--- src/include/ucnt_pkg.sv ---
`default_nettype none

package ucnt_pkg;

  // ********************************************************************
  // Limits and bus geometry.
  // ********************************************************************
  localparam int unsigned UCNT_MAX_WIDTH = 64;
  localparam int unsigned UCNT_ADDR_W    = 5;
  localparam int unsigned UCNT_DATA_W    = 32;

  // ********************************************************************
  // Register byte offsets.
  // ********************************************************************
  localparam logic [UCNT_ADDR_W-1:0] UCNT_ADDR_CTRL     = 5'h00;
  localparam logic [UCNT_ADDR_W-1:0] UCNT_ADDR_STATUS   = 5'h04;
  localparam logic [UCNT_ADDR_W-1:0] UCNT_ADDR_COUNT_LO = 5'h08;
  localparam logic [UCNT_ADDR_W-1:0] UCNT_ADDR_COUNT_HI = 5'h0c;
  localparam logic [UCNT_ADDR_W-1:0] UCNT_ADDR_LOAD_LO  = 5'h10;
  localparam logic [UCNT_ADDR_W-1:0] UCNT_ADDR_LOAD_HI  = 5'h14;
  localparam logic [UCNT_ADDR_W-1:0] UCNT_ADDR_CONFIG   = 5'h18;

  // ********************************************************************
  // Field positions.
  // ********************************************************************
  localparam int unsigned UCNT_CTRL_RUN_BIT   = 0;
  localparam int unsigned UCNT_CTRL_CLEAR_BIT = 1;
  localparam int unsigned UCNT_CTRL_LOAD_BIT  = 2;
  localparam int unsigned UCNT_STAT_TERM_BIT  = 0;
  localparam int unsigned UCNT_STAT_WRAP_BIT  = 1;
  localparam int unsigned UCNT_STAT_UP_BIT    = 2;
  localparam int unsigned UCNT_CFG_WIDTH_POS  = 0;
  localparam int unsigned UCNT_CFG_BINPT_POS  = 8;
  localparam int unsigned UCNT_CFG_SIGNED_BIT = 16;
  localparam int unsigned UCNT_CFG_KIND_BIT   = 17;
  localparam int unsigned UCNT_CFG_DIR_POS    = 18;
  localparam int unsigned UCNT_CFG_LOAD_BIT   = 20;
  localparam int unsigned UCNT_CFG_CLEAR_BIT  = 21;
  localparam int unsigned UCNT_CFG_EN_BIT     = 22;

  // ********************************************************************
  // Reset values and responses.
  // ********************************************************************
  localparam logic       UCNT_CTRL_RUN_RST = 1'b1;
  localparam logic [1:0] UCNT_RESP_OKAY    = 2'b00;
  localparam logic [1:0] UCNT_RESP_SLVERR  = 2'b10;

  // ********************************************************************
  // Types.
  // ********************************************************************
  typedef enum logic [1:0] {
    UCNT_DIR_UP     = 2'b00,
    UCNT_DIR_DOWN   = 2'b01,
    UCNT_DIR_UPDOWN = 2'b10
  } ucnt_dir_t;

  typedef enum logic {
    UCNT_FREE    = 1'b0,
    UCNT_LIMITED = 1'b1
  } ucnt_kind_t;

  typedef enum logic [1:0] {
    UCNT_WR_IDLE      = 2'b00,
    UCNT_WR_HAVE_ADDR = 2'b01,
    UCNT_WR_HAVE_DATA = 2'b10,
    UCNT_WR_RESP      = 2'b11
  } ucnt_wr_state_t;

endpackage

`default_nettype wire

--- src/core/ucnt_core.sv ---
`default_nettype none

module ucnt_core #(
  parameter int unsigned      WIDTH = 8,
  parameter logic [WIDTH-1:0] INIT  = '0,
  parameter logic [WIDTH-1:0] STEP  = '1
) (
  input  wire logic             aclk,
  input  wire logic             aresetn,
  input  wire logic             aclken,
  input  wire logic             clear,
  input  wire logic             advance,
  input  wire logic             load,
  input  wire logic [WIDTH-1:0] load_value,
  input  wire logic             restart,
  input  wire logic             count_up,
  output logic      [WIDTH-1:0] count_value,
  output logic      [WIDTH-1:0] next_value,
  output logic                  wrapped
);

  logic [WIDTH:0]   sum;
  logic [WIDTH:0]   diff;
  logic [WIDTH-1:0] stepped;
  logic             carry;

  // ********************************************************************
  // Next value.
  // ********************************************************************
  always_comb begin
    sum     = {1'b0, count_value} + {1'b0, STEP};
    diff    = {1'b0, count_value} - {1'b0, STEP};
    stepped = count_up ? sum[WIDTH-1:0] : diff[WIDTH-1:0];
    carry   = count_up ? sum[WIDTH] : diff[WIDTH];
    if (clear) begin
      next_value = INIT;
    end else if (!advance) begin
      next_value = count_value;
    end else if (load) begin
      next_value = load_value;
    end else if (restart) begin
      next_value = INIT;
    end else begin
      next_value = stepped;
    end
    wrapped = !clear && advance && !load && !restart && carry;
  end

  // ********************************************************************
  // Count register.
  // ********************************************************************
  always_ff @(posedge aclk) begin
    if (!aresetn) begin
      count_value <= INIT;
    end else if (aclken) begin
      count_value <= next_value;
    end
  end

endmodule // ucnt_core

`default_nettype wire

--- src/core/ucnt_top.sv ---
`default_nettype none
module ucnt_top
  import ucnt_pkg::*;
#(
  parameter int unsigned WIDTH          = 8,
  parameter int unsigned BIN_PT         = 0,
  parameter logic        SIGNED_OUT     = 1'b0,
  parameter ucnt_kind_t  KIND           = UCNT_FREE,
  parameter ucnt_dir_t   DIR            = UCNT_DIR_UP,
  parameter logic [63:0] INIT_VALUE     = 64'h0,
  parameter logic [63:0] STEP_VALUE     = 64'h1,
  parameter logic [63:0] TERMINAL_VALUE = 64'hff,
  parameter logic        TERMINAL_INF   = 1'b0,
  parameter logic        HAS_LOAD       = 1'b0,
  parameter logic        HAS_CLEAR      = 1'b1,
  parameter logic        HAS_ENABLE     = 1'b1
) (
  input  wire logic                   aclk,
  input  wire logic                   aresetn,
  input  wire logic                   aclken,
  input  wire logic [UCNT_ADDR_W-1:0] s_axi_awaddr,
  input  wire logic                   s_axi_awvalid,
  output logic                        s_axi_awready,
  input  wire logic [UCNT_DATA_W-1:0] s_axi_wdata,
  input  wire logic [3:0]             s_axi_wstrb,
  input  wire logic                   s_axi_wvalid,
  output logic                        s_axi_wready,
  output logic      [1:0]             s_axi_bresp,
  output logic                        s_axi_bvalid,
  input  wire logic                   s_axi_bready,
  input  wire logic [UCNT_ADDR_W-1:0] s_axi_araddr,
  input  wire logic                   s_axi_arvalid,
  output logic                        s_axi_arready,
  output logic      [UCNT_DATA_W-1:0] s_axi_rdata,
  output logic      [1:0]             s_axi_rresp,
  output logic                        s_axi_rvalid,
  input  wire logic                   s_axi_rready,
  input  wire logic                   count_en,
  input  wire logic                   sync_clear,
  input  wire logic                   count_up,
  input  wire logic                   load,
  input  wire logic [WIDTH-1:0]       load_data,
  output logic      [WIDTH-1:0]       count_value,
  output logic                        at_terminal
);

  // ********************************************************************
  // Derived configuration.
  // ********************************************************************
  localparam logic [63:0] W_MASK     = (WIDTH >= 64) ? 64'hffffffffffffffff
                                                     : ((64'h1 << WIDTH) - 64'h1);
  localparam logic [63:0] MAX_FULL   = SIGNED_OUT ? (W_MASK >> 1) : W_MASK;
  localparam logic [63:0] INIT_FULL  = INIT_VALUE & W_MASK;
  localparam logic [63:0] STEP_FULL  = STEP_VALUE & W_MASK;
  localparam logic [63:0] TERM_FULL  = TERMINAL_INF ? MAX_FULL
                                                    : (TERMINAL_VALUE & W_MASK);
  localparam logic [63:0] UP_DIST    = (TERM_FULL - INIT_FULL) & W_MASK;
  localparam logic [63:0] DOWN_DIST  = (INIT_FULL - TERM_FULL) & W_MASK;
  localparam logic [63:0] DIST       = (DIR == UCNT_DIR_DOWN) ? DOWN_DIST : UP_DIST;
  localparam logic [63:0] STEP_SAFE  = (STEP_FULL == 64'h0) ? 64'h1 : STEP_FULL;
  localparam logic        LIMITED    = (KIND == UCNT_LIMITED);
  localparam logic        LOAD_OK    = HAS_LOAD && !LIMITED;
  localparam logic [WIDTH-1:0] INIT_W = INIT_FULL[WIDTH-1:0];
  localparam logic [WIDTH-1:0] STEP_W = STEP_FULL[WIDTH-1:0];
  localparam logic [WIDTH-1:0] TERM_W = TERM_FULL[WIDTH-1:0];

  // ********************************************************************
  // Elaboration checks.
  // ********************************************************************
  if (WIDTH < 1 || WIDTH > UCNT_MAX_WIDTH) begin : g_bad_width
    $error("Counter width must lie between 1 and 64 bits.");
  end
  if (BIN_PT > WIDTH) begin : g_bad_binpt
    $error("Binary point lies outside the counter width.");
  end
  if (STEP_FULL == 64'h0) begin : g_bad_step
    $error("Step must not be zero.");
  end
  if (LIMITED && TERM_FULL == INIT_FULL) begin : g_bad_term
    $error("Terminal value equals the initial value.");
  end
  if (LIMITED && (DIST % STEP_SAFE) != 64'h0) begin : g_bad_div
    $error("Step does not divide the counting distance.");
  end
  if (HAS_LOAD && LIMITED) begin : g_bad_load
    $error("Load is only available on the free-running type.");
  end

  // ********************************************************************
  // Signals.
  // ********************************************************************
  ucnt_wr_state_t         wr_state_q;
  ucnt_wr_state_t         wr_state_d;
  logic [UCNT_ADDR_W-1:0] aw_addr_q;
  logic [UCNT_DATA_W-1:0] w_data_q;
  logic [3:0]             w_strb_q;
  logic [1:0]             bresp_q;
  logic [UCNT_ADDR_W-1:0] wr_addr;
  logic [UCNT_DATA_W-1:0] wr_data;
  logic [3:0]             wr_strb;
  logic                   aw_fire;
  logic                   w_fire;
  logic                   wr_commit;
  logic                   wr_ok;
  logic                   rvalid_q;
  logic [UCNT_DATA_W-1:0] rdata_q;
  logic [1:0]             rresp_q;
  logic [UCNT_DATA_W-1:0] rd_data;
  logic                   rd_err;
  logic                   ar_fire;
  logic                   run_q;
  logic                   soft_clear_q;
  logic                   soft_load_q;
  logic [63:0]            load_reg_q;
  logic                   term_seen_q;
  logic                   wrap_seen_q;
  logic                   at_term_q;
  logic                   dir_up;
  logic                   clear_req;
  logic                   load_req;
  logic                   advance;
  logic [WIDTH-1:0]       load_value;
  logic [WIDTH-1:0]       count_q;
  logic [WIDTH-1:0]       count_d;
  logic                   wrap_evt;
  logic [63:0]            count_ext;

  // ********************************************************************
  // Counter control.
  // ********************************************************************
  always_comb begin
    case (DIR)
      UCNT_DIR_UP:     dir_up = 1'b1;
      UCNT_DIR_DOWN:   dir_up = 1'b0;
      UCNT_DIR_UPDOWN: dir_up = count_up;
      default:         dir_up = 1'b1;
    endcase
  end

  assign clear_req  = (HAS_CLEAR && sync_clear) || soft_clear_q;
  assign advance    = run_q && (!HAS_ENABLE || count_en);
  assign load_req   = LOAD_OK && (load || soft_load_q);
  assign load_value = load ? load_data : load_reg_q[WIDTH-1:0];

  ucnt_core #(
    .WIDTH (WIDTH),
    .INIT  (INIT_W),
    .STEP  (STEP_W)
  ) u_core (
    .aclk        (aclk),
    .aresetn     (aresetn),
    .aclken      (aclken),
    .clear       (clear_req),
    .advance     (advance),
    .load        (load_req),
    .load_value  (load_value),
    .restart     (LIMITED && at_term_q),
    .count_up    (dir_up),
    .count_value (count_q),
    .next_value  (count_d),
    .wrapped     (wrap_evt)
  );

  // ********************************************************************
  // Terminal comparator.
  // ********************************************************************
  always_ff @(posedge aclk) begin
    if (!aresetn) begin
      at_term_q <= 1'b0;
    end else if (aclken) begin
      at_term_q <= (count_d == TERM_W);
    end
  end

  assign count_value = count_q;
  assign at_terminal = at_term_q;

  for (genvar gi = 0; gi < 64; gi++) begin : g_ext
    if (gi < WIDTH) begin : g_bit
      assign count_ext[gi] = count_q[gi];
    end else begin : g_sign
      assign count_ext[gi] = SIGNED_OUT && count_q[WIDTH-1];
    end
  end

  // ********************************************************************
  // Write channel.
  // ********************************************************************
  assign s_axi_awready = aclken && (wr_state_q == UCNT_WR_IDLE ||
                                    wr_state_q == UCNT_WR_HAVE_DATA);
  assign s_axi_wready  = aclken && (wr_state_q == UCNT_WR_IDLE ||
                                    wr_state_q == UCNT_WR_HAVE_ADDR);
  assign s_axi_bvalid  = (wr_state_q == UCNT_WR_RESP);
  assign s_axi_bresp   = bresp_q;
  assign aw_fire       = s_axi_awvalid && s_axi_awready;
  assign w_fire        = s_axi_wvalid && s_axi_wready;
  assign wr_addr       = (wr_state_q == UCNT_WR_HAVE_ADDR) ? aw_addr_q : s_axi_awaddr;
  assign wr_data       = (wr_state_q == UCNT_WR_HAVE_DATA) ? w_data_q : s_axi_wdata;
  assign wr_strb       = (wr_state_q == UCNT_WR_HAVE_DATA) ? w_strb_q : s_axi_wstrb;
  assign wr_commit     = (wr_state_d == UCNT_WR_RESP) && (wr_state_q != UCNT_WR_RESP);

  always_comb begin
    case (wr_addr)
      UCNT_ADDR_CTRL, UCNT_ADDR_STATUS, UCNT_ADDR_COUNT_LO, UCNT_ADDR_COUNT_HI,
      UCNT_ADDR_LOAD_LO, UCNT_ADDR_LOAD_HI, UCNT_ADDR_CONFIG: wr_ok = 1'b1;
      default: wr_ok = 1'b0;
    endcase
  end

  always_comb begin
    wr_state_d = wr_state_q;
    case (wr_state_q)
      UCNT_WR_IDLE: begin
        if (aw_fire && w_fire) begin
          wr_state_d = UCNT_WR_RESP;
        end else if (aw_fire) begin
          wr_state_d = UCNT_WR_HAVE_ADDR;
        end else if (w_fire) begin
          wr_state_d = UCNT_WR_HAVE_DATA;
        end
      end
      UCNT_WR_HAVE_ADDR: begin
        if (w_fire) begin
          wr_state_d = UCNT_WR_RESP;
        end
      end
      UCNT_WR_HAVE_DATA: begin
        if (aw_fire) begin
          wr_state_d = UCNT_WR_RESP;
        end
      end
      UCNT_WR_RESP: begin
        if (s_axi_bready) begin
          wr_state_d = UCNT_WR_IDLE;
        end
      end
      default: wr_state_d = UCNT_WR_IDLE;
    endcase
  end

  always_ff @(posedge aclk) begin
    if (!aresetn) begin
      wr_state_q <= UCNT_WR_IDLE;
    end else if (aclken) begin
      wr_state_q <= wr_state_d;
    end
  end

  always_ff @(posedge aclk) begin
    if (!aresetn) begin
      aw_addr_q <= '0;
      w_data_q  <= '0;
      w_strb_q  <= '0;
      bresp_q   <= UCNT_RESP_OKAY;
    end else if (aclken) begin
      if (aw_fire) begin
        aw_addr_q <= s_axi_awaddr;
      end
      if (w_fire) begin
        w_data_q <= s_axi_wdata;
        w_strb_q <= s_axi_wstrb;
      end
      if (wr_commit) begin
        bresp_q <= wr_ok ? UCNT_RESP_OKAY : UCNT_RESP_SLVERR;
      end
    end
  end

  // ********************************************************************
  // Control register and software pulses.
  // ********************************************************************
  always_ff @(posedge aclk) begin
    if (!aresetn) begin
      run_q        <= UCNT_CTRL_RUN_RST;
      soft_clear_q <= 1'b0;
      soft_load_q  <= 1'b0;
    end else if (aclken) begin
      soft_clear_q <= 1'b0;
      soft_load_q  <= 1'b0;
      if (wr_commit && wr_addr == UCNT_ADDR_CTRL && wr_strb[0]) begin
        run_q        <= wr_data[UCNT_CTRL_RUN_BIT];
        soft_clear_q <= wr_data[UCNT_CTRL_CLEAR_BIT];
        soft_load_q  <= wr_data[UCNT_CTRL_LOAD_BIT];
      end
    end
  end

  always_ff @(posedge aclk) begin
    if (!aresetn) begin
      load_reg_q <= '0;
    end else if (aclken && wr_commit) begin
      for (int b = 0; b < 4; b++) begin
        if (wr_strb[b] && wr_addr == UCNT_ADDR_LOAD_LO) begin
          load_reg_q[b*8 +: 8] <= wr_data[b*8 +: 8];
        end
        if (wr_strb[b] && wr_addr == UCNT_ADDR_LOAD_HI) begin
          load_reg_q[32 + b*8 +: 8] <= wr_data[b*8 +: 8];
        end
      end
    end
  end

  // ********************************************************************
  // Sticky status flags.
  // ********************************************************************
  always_ff @(posedge aclk) begin
    if (!aresetn) begin
      term_seen_q <= 1'b0;
    end else if (aclken) begin
      if (at_term_q) begin
        term_seen_q <= 1'b1;
      end else if (wr_commit && wr_addr == UCNT_ADDR_STATUS && wr_strb[0] &&
                   wr_data[UCNT_STAT_TERM_BIT]) begin
        term_seen_q <= 1'b0;
      end
    end
  end

  always_ff @(posedge aclk) begin
    if (!aresetn) begin
      wrap_seen_q <= 1'b0;
    end else if (aclken) begin
      if (wrap_evt) begin
        wrap_seen_q <= 1'b1;
      end else if (wr_commit && wr_addr == UCNT_ADDR_STATUS && wr_strb[0] &&
                   wr_data[UCNT_STAT_WRAP_BIT]) begin
        wrap_seen_q <= 1'b0;
      end
    end
  end

  // ********************************************************************
  // Read channel.
  // ********************************************************************
  assign s_axi_arready = aclken && !rvalid_q;
  assign ar_fire       = s_axi_arvalid && s_axi_arready;
  assign s_axi_rvalid  = rvalid_q;
  assign s_axi_rdata   = rdata_q;
  assign s_axi_rresp   = rresp_q;

  always_comb begin
    rd_data = '0;
    rd_err  = 1'b0;
    case (s_axi_araddr)
      UCNT_ADDR_CTRL: rd_data[UCNT_CTRL_RUN_BIT] = run_q;
      UCNT_ADDR_STATUS: begin
        rd_data[UCNT_STAT_TERM_BIT] = term_seen_q;
        rd_data[UCNT_STAT_WRAP_BIT] = wrap_seen_q;
        rd_data[UCNT_STAT_UP_BIT]   = dir_up;
      end
      UCNT_ADDR_COUNT_LO: rd_data = count_ext[31:0];
      UCNT_ADDR_COUNT_HI: rd_data = count_ext[63:32];
      UCNT_ADDR_LOAD_LO:  rd_data = load_reg_q[31:0];
      UCNT_ADDR_LOAD_HI:  rd_data = load_reg_q[63:32];
      UCNT_ADDR_CONFIG: begin
        rd_data[UCNT_CFG_WIDTH_POS +: 8] = 8'(WIDTH);
        rd_data[UCNT_CFG_BINPT_POS +: 8] = 8'(BIN_PT);
        rd_data[UCNT_CFG_SIGNED_BIT]     = SIGNED_OUT;
        rd_data[UCNT_CFG_KIND_BIT]       = LIMITED;
        rd_data[UCNT_CFG_DIR_POS +: 2]   = DIR;
        rd_data[UCNT_CFG_LOAD_BIT]       = LOAD_OK;
        rd_data[UCNT_CFG_CLEAR_BIT]      = HAS_CLEAR;
        rd_data[UCNT_CFG_EN_BIT]         = HAS_ENABLE;
      end
      default: rd_err = 1'b1;
    endcase
  end

  always_ff @(posedge aclk) begin
    if (!aresetn) begin
      rvalid_q <= 1'b0;
      rdata_q  <= '0;
      rresp_q  <= UCNT_RESP_OKAY;
    end else if (aclken) begin
      if (ar_fire) begin
        rvalid_q <= 1'b1;
        rdata_q  <= rd_data;
        rresp_q  <= rd_err ? UCNT_RESP_SLVERR : UCNT_RESP_OKAY;
      end else if (rvalid_q && s_axi_rready) begin
        rvalid_q <= 1'b0;
      end
    end
  end

endmodule // ucnt_top

`default_nettype wire

--- config.mk ---
export PLATFORM = sky130hd
export DESIGN_NAME = ucnt_top
export DESIGN_NICKNAME = d
export VERILOG_FILES = /design/src/include/ucnt_pkg.sv /design/src/core/ucnt_core.sv /design/src/core/ucnt_top.sv
export SDC_FILE = /design/constraint.sdc
export NUM_CORES = 1
export LEC_CHECK = 0
export BUFFER_PORTS_ARGS = -buffer_cell sky130_fd_sc_hd__buf_2
export CAP_MARGIN = 15
export CORE_AREA = 8 8 140 142
export CTS_CLUSTER_SIZE = 12
export DETAILED_ROUTE_END_ITERATION = 8
export DIE_AREA = 0 0 148 150
export HOLD_SLACK_MARGIN = 0.1
export PLACE_DENSITY = 0.65
export SYNTH_ARGS = -nofsm -noshare
export SYNTH_HDL_FRONTEND = slang
export SYNTH_SLANG_ARGS = --single-unit
--- constraint.sdc ---
create_clock -name aclk -period 2.1 [get_ports aclk]
set_input_delay 0.105 -clock aclk [delete_from_list [all_inputs] [get_ports aclk]]
set_output_delay 0.105 -clock aclk [all_outputs]
set_load 0.05 [all_outputs]
======== After elaboration in Yosys (flattened, before gate mapping) ========
Cells that the tools add are included.
cells by class
  equality and inequality tests ........... 18
  mux-type cells .......................... 26
  $add $sub $neg .......................... 1
  reduce and logical (&&, ||, !) cells .... 56
operators with widths
  kind                 count
  $pmux 20 s4          1
  $mux 32              1
  $reduce_and 2->1     16
  $eq 5x5->1 const B   6
  $logic_and 1x1->1    27
  $eq 5x4->1 const B   4
  $pmux 9 s2           1
  $mux 2               8
  $mux 8               2
  $pmux 2 s4           2
  $reduce_or 7->1      2
  $eq 5x3->1 const B   2
  $logic_not 5->1      2
  $add 8x1->9 const B  1
  $eq 8x8->1 const B   1
  $mux 1               8
  $eq 2x2->1 const B   3
  $reduce_bool 2->1    3
  $mux 5               1
  $pmux 1 s5           1
  $mux 4               1
  $logic_or 1x1->1     3
  $eq 2x1->1 const B   1
  $logic_not 1->1      2
  other kinds (2)      2
word-level totals
  output and inout bits ................... 50
  register bits ........................... 157
  bits of input ports ..................... 66

======== Logic depth before layout (Yosys ltp) ========
Gate-level depths: netlist of the first run.
  depth in word-level cells ............... 15
  depth in mapped cells ................... 8
  depth with buffers taken out ............ 6

======== Cells and area by module ========
Synthesis of the first run repeated with hierarchy kept, for this count alone.
unflattened totals
  cell total of the unflattened synthesis .. 874
  area total of the unflattened synthesis .. 7,279.5 um2
modules (own cells, without submodules)
  module     instances  cells an instance  area an instance (um2)
  ucnt_top   1          755                6,408.6
  ucnt_core  1          119                870.8

======== Least setup slack after synthesis of the first run ========
Ideal clock, no wire load.
  path type ............................... register -> register
  start ................................... register rvalid_q (netlist: s_axi_rvalid)
  end ..................................... register rdata_q[15] (netlist: s_axi_rdata[15])
  cell stages (with the launch flop) ...... 7
  setup slack ............................. -0.257 ns
  period minus slack after synthesis ...... 2.357 ns
  data arrival time ....................... 2.279 ns
  cells stage by stage .................... dfxtp_1 > nor2b_1 > and2_1 > clkbuf_1 > clkbuf_1 > nor2_1 > nor3_1
on the way
  longest elaborated chain between the ends .. 4
ends and longest elaborated chain
  element                     RTL line         RTL
  start, declared             ucnt_top.sv:105  logic rvalid_q;
  start signal, assigned      ucnt_top.sv:371  rvalid_q <= 1'b0;
  start signal, assigned      ucnt_top.sv:376  rvalid_q <= 1'b1;
  start signal, assigned      ucnt_top.sv:380  rvalid_q <= 1'b0;
  $logic_not 1->1             ucnt_top.sv:335  assign s_axi_arready = aclken && !rvalid_q;
  $logic_and 1x1->1           ucnt_top.sv:335
  net s_axi_arready           ucnt_top.sv:33   output logic s_axi_arready,
  $logic_and 1x1->1           ucnt_top.sv:336  assign ar_fire = s_axi_arvalid && s_axi_arready;
  $reduce_and 2->1 (no line)  --
  end signal, assigned        ucnt_top.sv:377  rdata_q <= rd_data;
  end, declared               ucnt_top.sv:106  logic [UCNT_DATA_W-1:0] rdata_q;
The timed path passes the listed nets, and every way through them passes these cells.
A chain may end at the register's enable or synchronous reset.

======== Final worst setup path of the first run ========
  start ................................... register wr_state_q[0]
  end ..................................... register load_reg_q[37]
on the way
  longest elaborated chain between the ends .. 12
ends and longest elaborated chain
  element                                        RTL line         RTL
  start, declared                                ucnt_top.sv:92   ucnt_wr_state_t wr_state_q;
  start signal, assigned                         ucnt_top.sv:245  wr_state_q <= wr_state_d;
  $eq 2x1->1 or $logic_not 2->1 (tied branches)  --
  $logic_or 1x1->1                               ucnt_top.sv:191  assign s_axi_wready = aclken && (wr_state_q == UCNT_WR_IDLE ||
  $logic_and 1x1->1                              ucnt_top.sv:191
  $logic_and 1x1->1                              ucnt_top.sv:196  assign w_fire = s_axi_wvalid && s_axi_wready;
  $mux 2                                         ucnt_top.sv:218  end else if (w_fire) begin
  $mux 2                                         ucnt_top.sv:216  end else if (aw_fire) begin
  $mux 2                                         ucnt_top.sv:214  if (aw_fire && w_fire) begin
  $pmux 2 s4                                     ucnt_top.sv:212  case (wr_state_q)
  $eq 2x2->1                                     ucnt_top.sv:200  assign wr_commit = (wr_state_d == UCNT_WR_RESP) && (wr_state_q != UCNT_WR_RESP);
  $logic_and 1x1->1                              ucnt_top.sv:200
  $logic_and 1x1->1                              ucnt_top.sv:291  end else if (aclken && wr_commit) begin
  $reduce_and 2->1 (no line)                     --
  end signal, assigned by index                  ucnt_top.sv:294  load_reg_q[b*8 +: 8] <= wr_data[b*8 +: 8];
  end signal, assigned by index                  ucnt_top.sv:297  load_reg_q[32 + b*8 +: 8] <= wr_data[b*8 +: 8];
  end, declared                                  ucnt_top.sv:114  logic [63:0] load_reg_q;
Several ways; a longest one is shown, not always the timed one.

==> results of run 1 <==
[logic make-up after synthesis]
family,share of synthesized area
and+or+nand+nor,0.224
AOI/OAI and AO/OA,0.230
DFF,0.456
buffers and inverters,0.0539
muxes,0.0318
xor gates and xnor gates,0.00257
adders and majority gates,0.00184
other,0.000551
[metal layers]
metal  global-route usage  wire length, um  vias up
met5                    0                0        -
met3               0.0429              925       13
met4               0.0561              248        0
met1                0.232             9140     2932
met2                0.279             8970      150
li1                     -                -     3161
[sequential cells by signal, indices dropped and copies added (netlist names)]
signal	flops
wr_state_q	2
s_axi_bresp	1
w_strb_q	4
load_reg_q	64
w_data_q	32
wrap_seen_q	1
u_core.count_value	8
s_axi_rvalid	1
s_axi_rdata	32
term_seen_q	1
aw_addr_q	5
soft_clear_q	1
at_terminal	1
s_axi_rresp	1
run_q	1
[cells in the mapped netlist (5+ instances only)]
library cell / instances
dfxtp_1: 155
nand2_1: 151
a21oi_1: 62
nor2_1: 61
clkbuf_1: 49
nand3_1: 31
nor3_1: 31
a221oi_1: 23
o221a_2: 23
a211oi_1: 21
o221a_1: 21
mux2i_1: 12
buf_2: 11
o21ai_0: 11
and2_1: 9
nand4_1: 8
buf_6: 7
a222oi_1: 6
a2bb2oi_1: 6
inv_1: 6
mux2_2: 6
a31oi_1: 5
nand2b_1: 5
nor2b_1: 5
o21a_1: 5
o31ai_1: 5
[how the worst max path moves through the flow]
| stage | start | to | slack (ps) | depth (start not counted) |
|---|---|---|---|---|
| after floorplan | wr_state_q[0]$_SDFFE_PN0P_ | load_reg_q[2]$_SDFFE_PN0P_ | 5 | 7 |
| after global placement | wr_state_q[0]$_SDFFE_PN0P_ | load_reg_q[34]$_SDFFE_PN0P_ | 10 | 7 |
| after detailed placement | wr_state_q[0]$_SDFFE_PN0P_ | load_reg_q[37]$_SDFFE_PN0P_ | -70 | 7 |
| after CTS | wr_state_q[1]$_SDFFE_PN0P_ | load_reg_q[37]$_SDFFE_PN0P_ | 20 | 7 |
| after global routing | wr_state_q[1]$_SDFFE_PN0P_ | load_reg_q[36]$_SDFFE_PN0P_ | -2 | 7 |
| final | wr_state_q[0]$_SDFFE_PN0P_ | load_reg_q[37]$_SDFFE_PN0P_ | 80 | 6 |
[power by group]
| group | leakage (nW) | total (mW) | internal, mW | switching [mW] |
|---|---|---|---|---|
| Clock | 0.267 | 2.92 | 1.73 | 1.19 |
| Sequential | 1.26 | 3.06 | 3.02 | 0.0430 |
| Combinational | 1.98 | 0.897 | 0.331 | 0.566 |
| Total | 3.51 | 6.88 | 5.08 | 1.80 |
[worst max-delay path: cells and delay by family (launching register included)]
kind                   cells  cell delay [ps]
flip-flops                 1              370
buffers and inverters      1              180
AO/OA/AOI/OAI              1              220
AND/OR/NAND/NOR            4             1190
[timing repair]
item	in CTS	in global routing
pin swaps	1	1
endpoints found under the hold margin	57	0
endpoints found under the setup margin	10	37
resized for setup	3	5
hold buffers	50	0
[cell type report]
| type | count | share of cell area |
|---|---|---|
| multi-input cells | 555 | 0.381 |
| flip-flops and latches | 155 | 0.352 |
| repair buffers | 200 | 0.168 |
| clock buffers | 24 | 0.0545 |
| well taps | 229 | 0.0324 |
| clock inverters | 8 | 0.00949 |
| inverters | 6 | 0.00255 |
[per-stage QoR]
step           instance area, um2  power (mW)  hold slack (ps)
5_1_grt                      8830        7.15              127
4_1_cts                      8820        6.94              106
2_1_floorplan                6820        3.66              241
6_report                     8830        6.88              123
3_5_place_dp                 7750        3.95              366
3_3_place_gp                 7750        3.94              354
==> reports/qor.yml, run 1 <==
placed_design:
  portBuffers: 103
  globalplace.congestion: 0.862
  preCtsSetupSlack_ps: -67.9
  hpwl_um: 13200
  dp_cells: 1095
layout:
  multi_input_area_um2: 3370
  area_growth_pct: 29.8
  layout_commonest_cell: "dfxtp_1"
  fillCellCount: 1686
  drive_gt1_frac: 0.241
  finalCoreUtilization: 0.504
  antennaDiodeCount: 0
  layoutNonFillerInstCount: 1177
  final_cell_mix: "153 x dfxtp_1, 151 x nand2_1, 103 x buf_2, 62 x a21oi_1, 61 x nor2_1"
  nets: 1002
  seqCellArea_um2: 3110
synth:
  synth_edf_count: 0
  ys_ff_latch: 155
  yosysTopAreaCellShare: 0.456
  synthArstFlopShare: 0
  synthCells: 787
  synthTopCellsByArea: "dfxtp_1 46%, nand2_1 8.3%, a21oi_1 4.6%, o221a_2 3.8%, o221a_1 3.5%"
  yosys_warnings: 0
  synth_cell_types: 62
  yosys_most_used_dff: "dfxtp_1"
  yosys.area.top_type: "dfxtp_1"
  yosysSeqAreaShare: 0.456
  netlist_area_um2: 6800
  synth.avg_cell_area_um2: 8.65
detailed_routing:
  postRouteAntennaNets: 0
  dr.pass1.iters: 8
  wl_per_cell_um: 16.4
  wl_um: 19300
  drcViolationCount: 0
  drt_iter0_drc: 544
  vias: 6256
  routed_via_density: 5.32
floorplanning:
  die_width_um: 148
  start_util: 0.388
  ios: 116
  core_um2: 17500
  rows: 49
  die_y_um: 150
  die_area_um2: 22200
worst_hold_path:
  min_delay_path_depth: 4
  hold_start: "s_axi_araddr[0]"
  hold_class: "in2reg"
  min_to: "s_axi_rresp[1]$_SDFFE_PN0P_"
power_and_ir_drop:
  leakagePower_nw: 3.51
  power_density_nw_per_um2: 779
  peakVddDrop_mv: 0.658
critical_path:
  worstPathMaxFanout: 23
  slowest_stage: "or4_4"
  reg2reg_from: "wr_state_q[0]$_SDFFE_PN0P_"
  required_ps: 2470
  path_class: "reg2reg"
  cp-start-kind: "flip-flop"
  r2r-end: "load_reg_q[37]$_SDFFE_PN0P_"
  cp-end-kind: "flip-flop"
  crit_path_max_incr_delay_ps: 440
  cp.arrival_ps: 2390
  path_cells: "and2_4, or3_4, or4_4, buf_12, nor2_4, o221a_2"
  rr_worst_depth: 6
  ff2ff_setup_slack_ps: 80
global_route:
  grt_pass1_vias: 6002
  antenna_found_initial: 0
  grt_use_total: 0.176
  grt_max_degree: 70
  grt_overflow: 0
  grt_pass1_wl_um: 31500
cts:
  cts_sinks: 155
  cts_root_buf: "clkbuf_16"
  cts_made_buffers: 17
  path_clk_slew_ps: 60
  clock_latency_ps: 420
  clk_path_buf_depth: 2
  h-tree-depth: 4
  postCtsSetupBuffers: 0
  cts_tree: "yes"
sta:
  slew_violations: 0
  setup_slack_ps: 76.9
  hold_viol_final: 0
  fmaxAchievable_ghz: 0.494
  finalClockSkew_ps: 7.51
  fin_setup_tns_ps: 0
  fin_crit_ps: 2020
  rsz0062_at_grt: "yes"
  min_period_over_period: 0.963
  finalSetupViolations: 0
run:
  maxCapViolCount: 0
run_status:
  status: "finished, final reports clean"
Power figures use the tool's default switching activity.
==> run 2: changes to the inputs <==
--- a/config.mk
+++ b/config.mk
@@ -5,14 +5,16 @@
 export SDC_FILE = /design/constraint.sdc
 export NUM_CORES = 1
 export LEC_CHECK = 0
+export ABC_AREA = 1
 export BUFFER_PORTS_ARGS = -buffer_cell sky130_fd_sc_hd__buf_2
 export CAP_MARGIN = 15
-export CORE_AREA = 8 8 140 142
+export CORE_AREA = 8 8 142 144
 export CTS_CLUSTER_SIZE = 12
 export DETAILED_ROUTE_END_ITERATION = 8
-export DIE_AREA = 0 0 148 150
+export DIE_AREA = 0 0 150 152
 export HOLD_SLACK_MARGIN = 0.1
-export PLACE_DENSITY = 0.65
+export PLACE_DENSITY = 0.64
+export SETUP_SLACK_MARGIN = 0.4
 export SYNTH_ARGS = -nofsm -noshare
 export SYNTH_HDL_FRONTEND = slang
 export SYNTH_SLANG_ARGS = --single-unit
==> reports/qor.yml, run 2 <==
sta:
  hold_viol_final: 0
  fin_crit_ps: 1710
  fmaxAchievable_ghz: 0.585
  rsz0062_at_grt: "yes"
  fin_setup_tns_ps: 0
  finalSetupViolations: 0
  slew_violations: 0
  min_period_over_period: 0.815
  finalClockSkew_ps: 10.2
layout:
  drive_gt1_frac: 0.208
  layout_commonest_cell: "nand2_1"
  largest_register: "load_reg_q"
  area_growth_pct: 33.0
  fin_area_um2: 9340
  layoutNonFillerInstCount: 1388
  nets: 1212
  final_cell_mix: "291 x nand2_1, 150 x dfxtp_1, 148 x nor2_1, 102 x buf_2, 80 x a21oi_1"
  largest_reg_flops: 64
detailed_routing:
  drt_iter0_drc: 396
  drcViolationCount: 0
  dr.pass1.iters: 5
  routed_via_density: 4.87
  wl_per_cell_um: 14.2
  wl_um: 19700
  postRouteAntennaNets: 0
  vias: 6758
critical_path:
  cp-end-kind: "flip-flop"
  required_ps: 2420
  cp.arrival_ps: 2030
  worstPathMaxFanout: 8
  path_class: "reg2reg"
  cp-start-kind: "flip-flop"
cts:
  path_clk_slew_ps: 60
  clk_path_buf_depth: 2
  cts_root_buf: "clkbuf_16"
  cts_made_buffers: 17
  cts_tree: "yes"
  clock_latency_ps: 420
  cts_sinks: 155
  h-tree-depth: 4
synth:
  yosys_most_used_dff: "dfxtp_1"
  yosys.area.top_type: "dfxtp_1"
  synth_edf_count: 0
  synthCells: 990
  synth_commonest_cells: "310 x nand2_1, 155 x dfxtp_1, 154 x nor2_1, 80 x a21oi_1, 54 x nand3_1"
  synth_cell_types: 31
  synth_most_common_cell: "nand2_1"
  yosysSeqAreaShare: 0.442
  synth.avg_cell_area_um2: 7.09
  yosys_warnings: 0
  synthTopCellsByArea: "dfxtp_1 44%, nand2_1 17%, nor2_1 8.2%, a21oi_1 5.7%, mux2i_1 4.0%"
  yosysTopAreaCellShare: 0.442
  netlist_area_um2: 7020
  synthArstFlopShare: 0
  ys_ff_latch: 155
worst_hold_path:
  hold_class: "in2reg"
run:
  maxCapViolCount: 0
floorplanning:
  die_width_um: 150
  start_util: 0.395
  ios: 116
  core_um2: 17800
  die_area_um2: 22800
  die_y_um: 152
  rows: 49
run_status:
  status: "finished, final reports clean"
global_route:
  grt_pass1_vias: 6353
  grt_use_total: 0.171
  grt_pass1_wl_um: 31700
  grt_max_degree: 88
  grt_overflow: 0
  antenna_found_initial: 1
placed_design:
  portBuffers: 103
  hpwl_um: 12300
  placed_cell_area_um2: 7760
  globalplace.congestion: 0.803
  dp_cells: 1283
power_and_ir_drop:
  power_density_nw_per_um2: 752
  peakVddDrop_mv: 0.591
  leakagePower_nw: 4.04
## run 2: changes by cell type in the layout (fill, tap and decap cells not counted), sizes merged, moves of 15 or more
cell,change
a211oi,-21
a221oi,-23
o221a,-44
o21ai,+31
nor3,-29
nand2,+168
inv,+42
nand3,+23
buf,-20
mux2i,+15
nor2,+103
a21oi,+18
## run 2: final timing paths
path	startpoint	cells past startpoint	slack [ps]	end
worst max register to register	wr_state_q[1]$_SDFFE_PN0P_	11	390	load_reg_q[56]$_SDFFE_PN0P_
worst min-delay path	s_axi_arvalid	4	170	s_axi_rresp[1]$_SDFFE_PN0P_
worst min register to register	w_strb_q[0]$_SDFFE_PN0P_	2	440	w_strb_q[0]$_SDFFE_PN0P_
worst max-delay path	wr_state_q[1]$_SDFFE_PN0P_	11	390	load_reg_q[56]$_SDFFE_PN0P_
## run 2: layout make-up
class / instances / area, um2
fillers: 1724 / 8440
multi-input cells: 731 / 3610
flip-flops and latches: 155 / 3110
repair buffers: 190 / 1530
clock buffers: 20 / 467
well taps: 229 / 287
inverters: 50 / 198
clock inverters: 12 / 139
diodes: 1 / 2.50
## run 2: metrics by stage
stage	util	setup WS, ps	hold WS [ps]	power [mW]
detailed placement	0.437	163	384	3.85
finish	0.526	389	167	7.02
floorplan	-	385	269	3.62
global placement	0.437	208	384	3.84
CTS	0.513	388	149	7.05
global route	0.526	303	211	7.31
## run 2: logic make-up (layout without fill, tap and decap cells)
logic type               Yosys count  in the layout  synth area share
AND/OR/NAND/NOR                  548            548             0.324
flip-flops                       155            155             0.442
AO/OA/AOI/OAI                    152            152             0.128
buffers and inverters            105            272            0.0647
multiplexers                      28             28            0.0399
adder cells (fa/ha/maj)            1              1           0.00178
other                              1              3          0.000534
## run 2: critical path, cell delays in order (launching register included)
cell	delay (ps)
dfxtp_4	370
inv_4	90
nand2_8	90
o21ai_4	180
nand2_2	90
nor2_4	160
nand2_4	120
nor2_4	180
buf_12	160
nand2_2	40
nand2_1	60
nor2_1	40
## run 2: where the power goes
group,internal [mW],switching (mW)
clock network,1.86,1.26
registers,3.01,0.0451
logic,0.315,0.542
## run 2: layer usage
metal,wire (um),up-vias,global-route usage
met5,0,-,0
li1,-,3489,-
met2,9420,133,0.278
met4,312,0,0.0643
met3,1020,20,0.0398
met1,8920,3116,0.213
## run 2: timing repair
item	CTS	global route
endpoints found under the hold margin	99	0
pin swaps	8	10
setup endpoints to repair	66	72
resized for setup	2	39
gates cloned	0	2
buffers inserted	10	3
hold buffers	57	0
